**config.mk**
```make
export PLATFORM = sky130hd
export DESIGN_NAME = adc_i2c_slave_setup_write
export DESIGN_NICKNAME = d
export VERILOG_FILES = /design/src/rtl/adc_i2c_pkg.sv /design/src/rtl/adc_i2c_slave_setup_write.sv /design/src/rtl/adc_i2c_sync.sv
export VERILOG_INCLUDE_DIRS = /design/src /design/src/rtl
export SDC_FILE = /design/constraint.sdc
export NUM_CORES = 1
export LEC_CHECK = 0
export BUFFER_PORTS_ARGS = -buffer_cell sky130_fd_sc_hd__buf_2
export CORE_MARGIN = 8
export CORE_UTILIZATION = 50
export CTS_BUF_LIST = sky130_fd_sc_hd__clkbuf_4 sky130_fd_sc_hd__clkbuf_8
export DETAILED_ROUTE_END_ITERATION = 7
export PLACE_DENSITY = 0.74
export SLEW_MARGIN = 10
export SYNTH_ARGS = -nofsm -noshare
export SYNTH_HDL_FRONTEND = slang
export SYNTH_SLANG_ARGS = --single-unit
export TNS_END_PERCENT = 20
```
**constraint.sdc**
```tcl
create_clock -name ref_clk_in -period 2.3 [get_ports ref_clk_in]
set_clock_uncertainty 0.05 [all_clocks]
set_input_delay 0.23 -clock ref_clk_in [delete_from_list [all_inputs] [get_ports ref_clk_in]]
set_output_delay 0.23 -clock ref_clk_in [all_outputs]
set_load 0.01 [all_outputs]
```
**src/rtl/adc_i2c_defs.svh**
```systemverilog
`ifndef ADC_I2C_DEFS_SVH
`define ADC_I2C_DEFS_SVH
// ==========================================================
// bit positions, codes, bit counts, default address and reset values
`define BYTE_MSB        7
`define DIR_BIT         0
`define HS_CODE_MASK    8'hf8
`define HS_CODE_VALUE   8'h08
`define SETUP_SEL_HI    6
`define SETUP_SEL_LO    4
`define SETUP_CLK_BIT   3
`define SETUP_BIP_BIT   2
`define SETUP_RST_BIT   1
`define SETUP_RESET     8'h00
`define CONFIG_RESET    8'h01
`define CONFIG_SGL_BIT  0
`define BIT_COUNT_LAST  4'h7
`define BIT_COUNT_ACK   4'h8
`define BIT_COUNT_NINTH 4'h9
`define BIT_COUNT_ZERO  4'h0
`define SLAVE_ADDR_DEF  7'h35
`endif

```
**src/rtl/adc_i2c_pkg.sv**
```systemverilog
package adc_i2c_pkg;
	// ==========================================================
	// decoded setup fields
	typedef struct packed {
		logic [2:0] reference_select;
		logic       external_clock;
		logic       coding_polarity_select;
	} setup_fields_t;

	typedef enum logic [2:0] {
		ST_IDLE,
		ST_ADDR,
		ST_ADDR_ACK,
		ST_DATA,
		ST_DATA_ACK,
		ST_READ,
		ST_HS_NACK
	} slave_state_t;
endpackage

```
**src/rtl/adc_i2c_slave_setup_write.sv**
```systemverilog
`timescale 1ns/1ps
`default_nettype none
`include "adc_i2c_defs.svh"
module adc_i2c_slave_setup_write (
	input  wire logic                       ref_clk_in,
	input  wire logic                       rst_n_in,
	input  wire logic                       scl_in,
	input  wire logic                       sda_in,
	input  wire logic                       conversion_done_in,
	output var  logic                       sda_oe_n_out,
	output var  logic                       scl_oe_n_out,
	output var  logic                       high_speed_out,
	output var  logic                       read_request_out,
	output var  adc_i2c_pkg::setup_fields_t setup_out,
	output var  logic [7:0]                 config_out,
	output var  logic                       bipolar_active_out
);
	parameter logic [6:0] SLAVE_ADDR = `SLAVE_ADDR_DEF; // arbitrary default

	logic                      scl_s;
	logic                      sda_s;
	logic                      scl_q;
	logic                      sda_q;
	logic                      scl_rise;
	logic                      scl_fall;
	logic                      start_seen;
	logic                      stop_seen;
	adc_i2c_pkg::slave_state_t state;
	logic [3:0]                bit_count;
	logic [7:0]                shift;
	logic [7:0]                next_shift;
	logic                      hs_code;
	logic                      addr_match;
	logic                      read_dir;
	logic                      holding_scl;
	logic [7:0]                setup_reg;

	// ==========================================================
	// pin sampling and condition detect
	adc_i2c_sync u_scl_sync (
		.ref_clk_in (ref_clk_in),
		.rst_n_in   (rst_n_in),
		.async_in   (scl_in),
		.sync_out   (scl_s)
	);
	adc_i2c_sync u_sda_sync (
		.ref_clk_in (ref_clk_in),
		.rst_n_in   (rst_n_in),
		.async_in   (sda_in),
		.sync_out   (sda_s)
	);

	// delayed copies for edge finding
	always_ff @(posedge ref_clk_in) begin
		if (!rst_n_in) begin
			scl_q <= 1'b1;
			sda_q <= 1'b1;
		end else begin
			scl_q <= scl_s;
			sda_q <= sda_s;
		end
	end

	// edges and start stop conditions
	assign scl_rise   = scl_s & ~scl_q;
	assign scl_fall   = ~scl_s & scl_q;
	assign start_seen = scl_s & scl_q & sda_q & ~sda_s;
	assign stop_seen  = scl_s & scl_q & ~sda_q & sda_s;
	assign next_shift = {shift[6:0], sda_s};
	assign hs_code    = (next_shift & `HS_CODE_MASK) == `HS_CODE_VALUE;
	assign addr_match = next_shift[7:1] == SLAVE_ADDR;

	// ==========================================================
	// byte engine
	always_ff @(posedge ref_clk_in) begin
		if (!rst_n_in) begin
			state     <= adc_i2c_pkg::ST_IDLE;
			bit_count <= `BIT_COUNT_ZERO;
			shift     <= 8'h00;
			read_dir  <= 1'b0;
		end else if (start_seen) begin
			state     <= adc_i2c_pkg::ST_ADDR;
			bit_count <= `BIT_COUNT_ZERO;
		end else if (stop_seen) begin
			state <= adc_i2c_pkg::ST_IDLE;
		end else begin
			case (state)
				adc_i2c_pkg::ST_ADDR, adc_i2c_pkg::ST_DATA: begin
					if (scl_rise) begin
						shift     <= next_shift;
						bit_count <= bit_count + 4'h1;
						if (bit_count == `BIT_COUNT_LAST) begin
							if (state == adc_i2c_pkg::ST_ADDR && hs_code) begin
								state <= adc_i2c_pkg::ST_HS_NACK;
							end else if (state == adc_i2c_pkg::ST_ADDR && addr_match) begin
								state    <= adc_i2c_pkg::ST_ADDR_ACK;
								read_dir <= next_shift[`DIR_BIT];
							end else if (state == adc_i2c_pkg::ST_DATA) begin
								state <= adc_i2c_pkg::ST_DATA_ACK;
							end else begin
								state <= adc_i2c_pkg::ST_IDLE;
							end
						end
					end
				end
				adc_i2c_pkg::ST_ADDR_ACK, adc_i2c_pkg::ST_DATA_ACK, adc_i2c_pkg::ST_HS_NACK: begin
					// count 8 covers the low phase before the ninth clock, 9 its high phase
					if (scl_rise) begin
						bit_count <= `BIT_COUNT_NINTH;
					end else if (scl_fall && bit_count == `BIT_COUNT_NINTH) begin
						bit_count <= `BIT_COUNT_ZERO;
						if (state == adc_i2c_pkg::ST_HS_NACK) begin
							state <= adc_i2c_pkg::ST_IDLE;
						end else if (state == adc_i2c_pkg::ST_ADDR_ACK && read_dir) begin
							state <= adc_i2c_pkg::ST_READ;
						end else begin
							state <= adc_i2c_pkg::ST_DATA;
						end
					end
				end
				default: begin
				end
			endcase
		end
	end

	// ack drive: low from fall after bit 8 until the ack clock falls
	// the hs code byte never reaches the drive branch, so sda stays released
	always_ff @(posedge ref_clk_in) begin
		if (!rst_n_in) begin
			sda_oe_n_out <= 1'b1;
		end else if (start_seen || stop_seen) begin
			sda_oe_n_out <= 1'b1;
		end else if (scl_fall && (state == adc_i2c_pkg::ST_ADDR_ACK || state == adc_i2c_pkg::ST_DATA_ACK)
				&& bit_count == `BIT_COUNT_ACK) begin
			sda_oe_n_out <= 1'b0;
		end else if (scl_fall && bit_count == `BIT_COUNT_NINTH) begin
			sda_oe_n_out <= 1'b1;
		end
	end

	// ==========================================================
	// bus speed mode
	always_ff @(posedge ref_clk_in) begin
		if (!rst_n_in) begin
			high_speed_out <= 1'b0;
		end else if (stop_seen) begin
			high_speed_out <= 1'b0;
		end else if (state == adc_i2c_pkg::ST_HS_NACK && scl_fall && bit_count == `BIT_COUNT_NINTH) begin
			high_speed_out <= 1'b1;
		end
	end

	// ==========================================================
	// setup and configuration registers
	always_ff @(posedge ref_clk_in) begin
		if (!rst_n_in) begin
			setup_reg  <= `SETUP_RESET;
			config_out <= `CONFIG_RESET;
		end else if (state == adc_i2c_pkg::ST_DATA_ACK && scl_rise) begin
			if (shift[`BYTE_MSB]) begin
				setup_reg <= shift;
				if (!shift[`SETUP_RST_BIT]) begin
					config_out <= `CONFIG_RESET;
				end
			end else begin
				config_out <= shift;
			end
		end
	end

	// decoded setup fields, bit 0 never used
	assign setup_out.reference_select       = setup_reg[`SETUP_SEL_HI:`SETUP_SEL_LO];
	assign setup_out.external_clock         = setup_reg[`SETUP_CLK_BIT];
	assign setup_out.coding_polarity_select = setup_reg[`SETUP_BIP_BIT];
	assign bipolar_active_out = setup_reg[`SETUP_BIP_BIT] & ~config_out[`CONFIG_SGL_BIT];

	// ==========================================================
	// internal clock conversion stretch
	// the hold request wins over a coincident done pulse
	always_ff @(posedge ref_clk_in) begin
		if (!rst_n_in) begin
			holding_scl <= 1'b0;
		end else if (state == adc_i2c_pkg::ST_ADDR_ACK && read_dir && scl_fall
				&& bit_count == `BIT_COUNT_NINTH && !setup_reg[`SETUP_CLK_BIT]) begin
			holding_scl <= 1'b1;
		end else if (stop_seen || start_seen || conversion_done_in) begin
			holding_scl <= 1'b0;
		end
	end
	assign scl_oe_n_out     = ~holding_scl;
	assign read_request_out = holding_scl;

	// ==========================================================
	// checks
	a_stop_fast_mode: assert property (@(posedge ref_clk_in) disable iff (!rst_n_in)
		stop_seen |=> !high_speed_out) else $error("hs not left on stop");
	a_rst_bit_config: assert property (@(posedge ref_clk_in) disable iff (!rst_n_in)
		(state == adc_i2c_pkg::ST_DATA_ACK && scl_rise && shift[`BYTE_MSB] && !shift[`SETUP_RST_BIT])
		|=> config_out == `CONFIG_RESET) else $error("config not reset");
	a_setup_store: assert property (@(posedge ref_clk_in) disable iff (!rst_n_in)
		(state == adc_i2c_pkg::ST_DATA_ACK && scl_rise && shift[`BYTE_MSB])
		|=> setup_reg == $past(shift)) else $error("setup not stored");
	a_config_store: assert property (@(posedge ref_clk_in) disable iff (!rst_n_in)
		(state == adc_i2c_pkg::ST_DATA_ACK && scl_rise && !shift[`BYTE_MSB])
		|=> config_out == $past(shift) && $stable(setup_reg)) else $error("config not stored");
	a_hs_nack_free: assert property (@(posedge ref_clk_in) disable iff (!rst_n_in)
		state == adc_i2c_pkg::ST_HS_NACK |-> sda_oe_n_out)
		else $error("hs code acked");
	a_ack_low: assert property (@(posedge ref_clk_in) disable iff (!rst_n_in)
		(state == adc_i2c_pkg::ST_ADDR_ACK && scl_rise) |-> !sda_oe_n_out)
		else $error("address not acked");
	a_data_ack_low: assert property (@(posedge ref_clk_in) disable iff (!rst_n_in)
		(state == adc_i2c_pkg::ST_DATA_ACK && scl_rise) |-> !sda_oe_n_out)
		else $error("data not acked");
	a_single_unipolar: assert property (@(posedge ref_clk_in) disable iff (!rst_n_in)
		config_out[`CONFIG_SGL_BIT] |-> !bipolar_active_out) else $error("bipolar in single ended");
	a_idle_no_drive: assert property (@(posedge ref_clk_in) disable iff (!rst_n_in)
		state == adc_i2c_pkg::ST_IDLE |=> sda_oe_n_out) else $error("drive while idle");
	c_enter_hs: cover property (@(posedge ref_clk_in) disable iff (!rst_n_in) $rose(high_speed_out));
	c_setup_write: cover property (@(posedge ref_clk_in) disable iff (!rst_n_in) $changed(setup_reg));
	c_scl_hold: cover property (@(posedge ref_clk_in) disable iff (!rst_n_in) $rose(holding_scl));
endmodule
`default_nettype wire

```
**src/rtl/adc_i2c_sync.sv**
```systemverilog
`timescale 1ns/1ps
`default_nettype none
// ==========================================================
// two-flop synchroniser for the bus pins
module adc_i2c_sync (
	input  wire logic ref_clk_in,
	input  wire logic rst_n_in,
	input  wire logic async_in,
	output var  logic sync_out
);
	logic meta;

	// meta is read only by the second stage
	always_ff @(posedge ref_clk_in) begin
		if (!rst_n_in) begin
			meta     <= 1'b1;
			sync_out <= 1'b1;
		end else begin
			meta     <= async_in;
			sync_out <= meta;
		end
	end
endmodule
`default_nettype wire

```
==> impl_results.md <==
- DR WL/cell: 15.53 um
- Placed insts: 253
- First-pass GRT wire length: 6.858 mm
- Initial Utilization: 0.5171
- Ys async rst share: 0
- H-Tree Depth: 2
- Power per cell area: 540.0 nW/um2
- Maximum vdd ir drop: 0.2909 mV
- Syn_area_per_cell: 8.940 um2
- RSZ-0062 raised after global routing: false
- Final hold vios: 0
- Fin crit share: 0.7691
- Die ar.: 5587 um2
- Finished Layout Cells: 261
- Yosys top cell by area: dfxtp_1
- Initial DRT Pass Iterations: 4
- Largest net degree at the start of global routing: 32
- Pint: 805.3 uW
- Reg2Reg Depth: 5
- CP Data Required Time: 2.54 ns
- Routed via count: 1493
- Die Y: 74.75 um
- Clk sinks: 37
- Hold_buf cts: 1
- Worst path slowest cell: dfxtp_1
- RD Place Congestion: 0.9774
- Crit start category: flip-flop
- Clock Latency Late Sink: 0.35 ns
- Crit. path cell count: 5
- Fmax: 565.3 MHz
- Fin nets: 223
- Tmin final: 1.769 ns
- Logic pwr share: 0.037
- Core footprint: 3337 um2
- Worst slack, placed: 0.6056 ns
- Yosys synthesis warning count: 0
- Via density: 5.720
- Row count: 21
- Initial antenna violation count: 0
- Count leader, synth: dfxtp_1
- Sw Pwr: 234.4 uW
- Mapped Cells: 193
- Synth cell types: 47
- Largest register FFs: 8
- Delay-heaviest family, CP: simple AND/OR/NAND/NOR gates
- Vias in the first global route: 1468
- Synth Flop Type: dfxtp_1
- Clock Pin Slew Worst Setup and Hold Paths: 0.10 ns
- Synth top area share: 0.4293
- Sw frac: 0.2255
- CP Cell Sequence: nand4bb_1 > buf_4 > nor3_1 > o311ai_0 > a21oi_1
- Critical path arrival: 2.00 ns
- Die X-Extent: 74.75 um
- Slew Viols, Final: 0
- TritonCTS clock tree: done
- Seq cells post-synth: 37
- Sequential area share after synthesis: 0.4293
- Worst Hold Slack: 0.004902 ns
- EDFF count, synth: 0
- Syn_nets: 201
- Synth top cells by count: dfxtp_1 (37), nand2_1 (23), nor2b_1 (13)
- CP Max Fanout: 13
- Area growth syn-to-layout: 11.60%
- R2R setup slack: 0.53 ns
- Hpwl dp: 2.945 mm
- Post-CTS Setup Bufs: 0
- Setup CP Type: reg -> reg
- Max-slew headroom: 0.6550
- I/O pins: 23
- Pleak: 0.7093 nW
- Crit end category: flip-flop
- Clock tree buffer depth: 2
- Post-route ant nets: 0
- CP max stage delay: 0.45 ns
- Hold path depth: 2
- Initial DRC count: 125
- GRT overflow: 0
- Diodes inserted: 0
- PortBufs: 21
- MaxCap Viol Count: 0
- Routed WL: 4.053 mm
- Actual slew at the worst max-slew pin: 0.5163 ns
- # DRC: 0
- Top cells by area, synth: dfxtp_1 (43%), nand2_1 (5.0%), nor2b_1 (4.7%), a21boi_0 (3.9%), nand2b_1 (3.3%)
- Share of cells above drive strength 1: 0.1581
- Post-route setup slack: 0.5310 ns
- Cell Area, Synth: 1725 um2
- Fin util: 0.5771
- CTS Root Cell: clkbuf_4
- Status: finished clean
- Post_cts resized: 0
- Final TNS setup: 0 ns
- Crit path buf inv count: 1
- Clock Power Share: 0.336
- Sequential Power Share: 0.627
- Hold Crit Class: in -> reg
- Gr usage total: 0.1611
- Final setup vio count: 0
- Inserted Clock Buffers: 5
==> metal layers <==
layer / global-route usage / vias up / part of all wire
met5: 0 / - / 0
met4: 0.06739 / 0 / 0.015
met3: 0.05992 / 8 / 0.077
met2: 0.2449 / 56 / 0.46
met1: 0.1991 / 703 / 0.44
li1: - / 726 / -
==> metrics by stage <==
step                power, mW  area (um2)
CTS                     1.052        1926
floorplan              0.6934        1725
global route            1.094        1926
global placement       0.7016        1857
detailed placement     0.7026        1857
finish                  1.040        1926
==> cell families after synthesis <==
family,count (synthesis),share of synthesized area
compound gates,45,0.1864
xor+xnor,1,0.005077
fa+ha+maj,3,0.02176
buf+inv,15,0.03771
flops,37,0.4293
mux,5,0.02901
other cells,1,0.002173
simple gates,86,0.2886
==> placed cells by master (no fill, tap or decap), types with 3 or more instances in the layout <==
cell type and instances:
nand2b_1 9, o21ai_0 4, o31ai_1 4, nor3_1 4, nor2_1 11, buf_2 21
nor2b_1 13, clkbuf_4 5, a21boi_0 9, nand2_1 23, dfxtp_1 37, a21oi_1 6
a22oi_1 6, nor3b_1 3, mux2i_1 5, ha_1 3, nand3_1 6, inv_1 7
==> power by group through the flow <==
stage	combinational, mW	sequential (mW)	clock (mW)
6_report	0.0380	0.652	0.350
5_1_grt	0.0416	0.653	0.399
4_1_cts	0.0376	0.652	0.362
3_5_place_dp	0.0360	0.667	0
3_3_place_gp	0.0353	0.666	0
2_1_floorplan	0.0303	0.663	0
==> path summary, 6_finish.rpt <==
| path | start | to |
|---|---|---|
| max reg2reg | state[2] | state[1] |
| min | sda_in | u_sda_sync.meta |
| max | state[2] | state[1] |
| min reg2reg | u_sda_sync.meta | u_sda_sync.sync_out |
==> worst register-to-register path: stages, from the launching register on <==
cell       delay [ns]
dfxtp_1          0.45
nand4bb_1        0.26
buf_4            0.20
nor3_1           0.38
o311ai_0         0.21
a21oi_1          0.15
==> cell type report <==
cell class	instances	area, um2
multi-input combinational	141	919.6
clock inverter	1	7.507
tap	46	57.56
sequential	37	740.7
fill	322	1411
inverter	7	26.28
clock buffer	6	51.30
timing repair buffer	23	122.6
No activity file was read; power rests on OpenSTA's default activity.
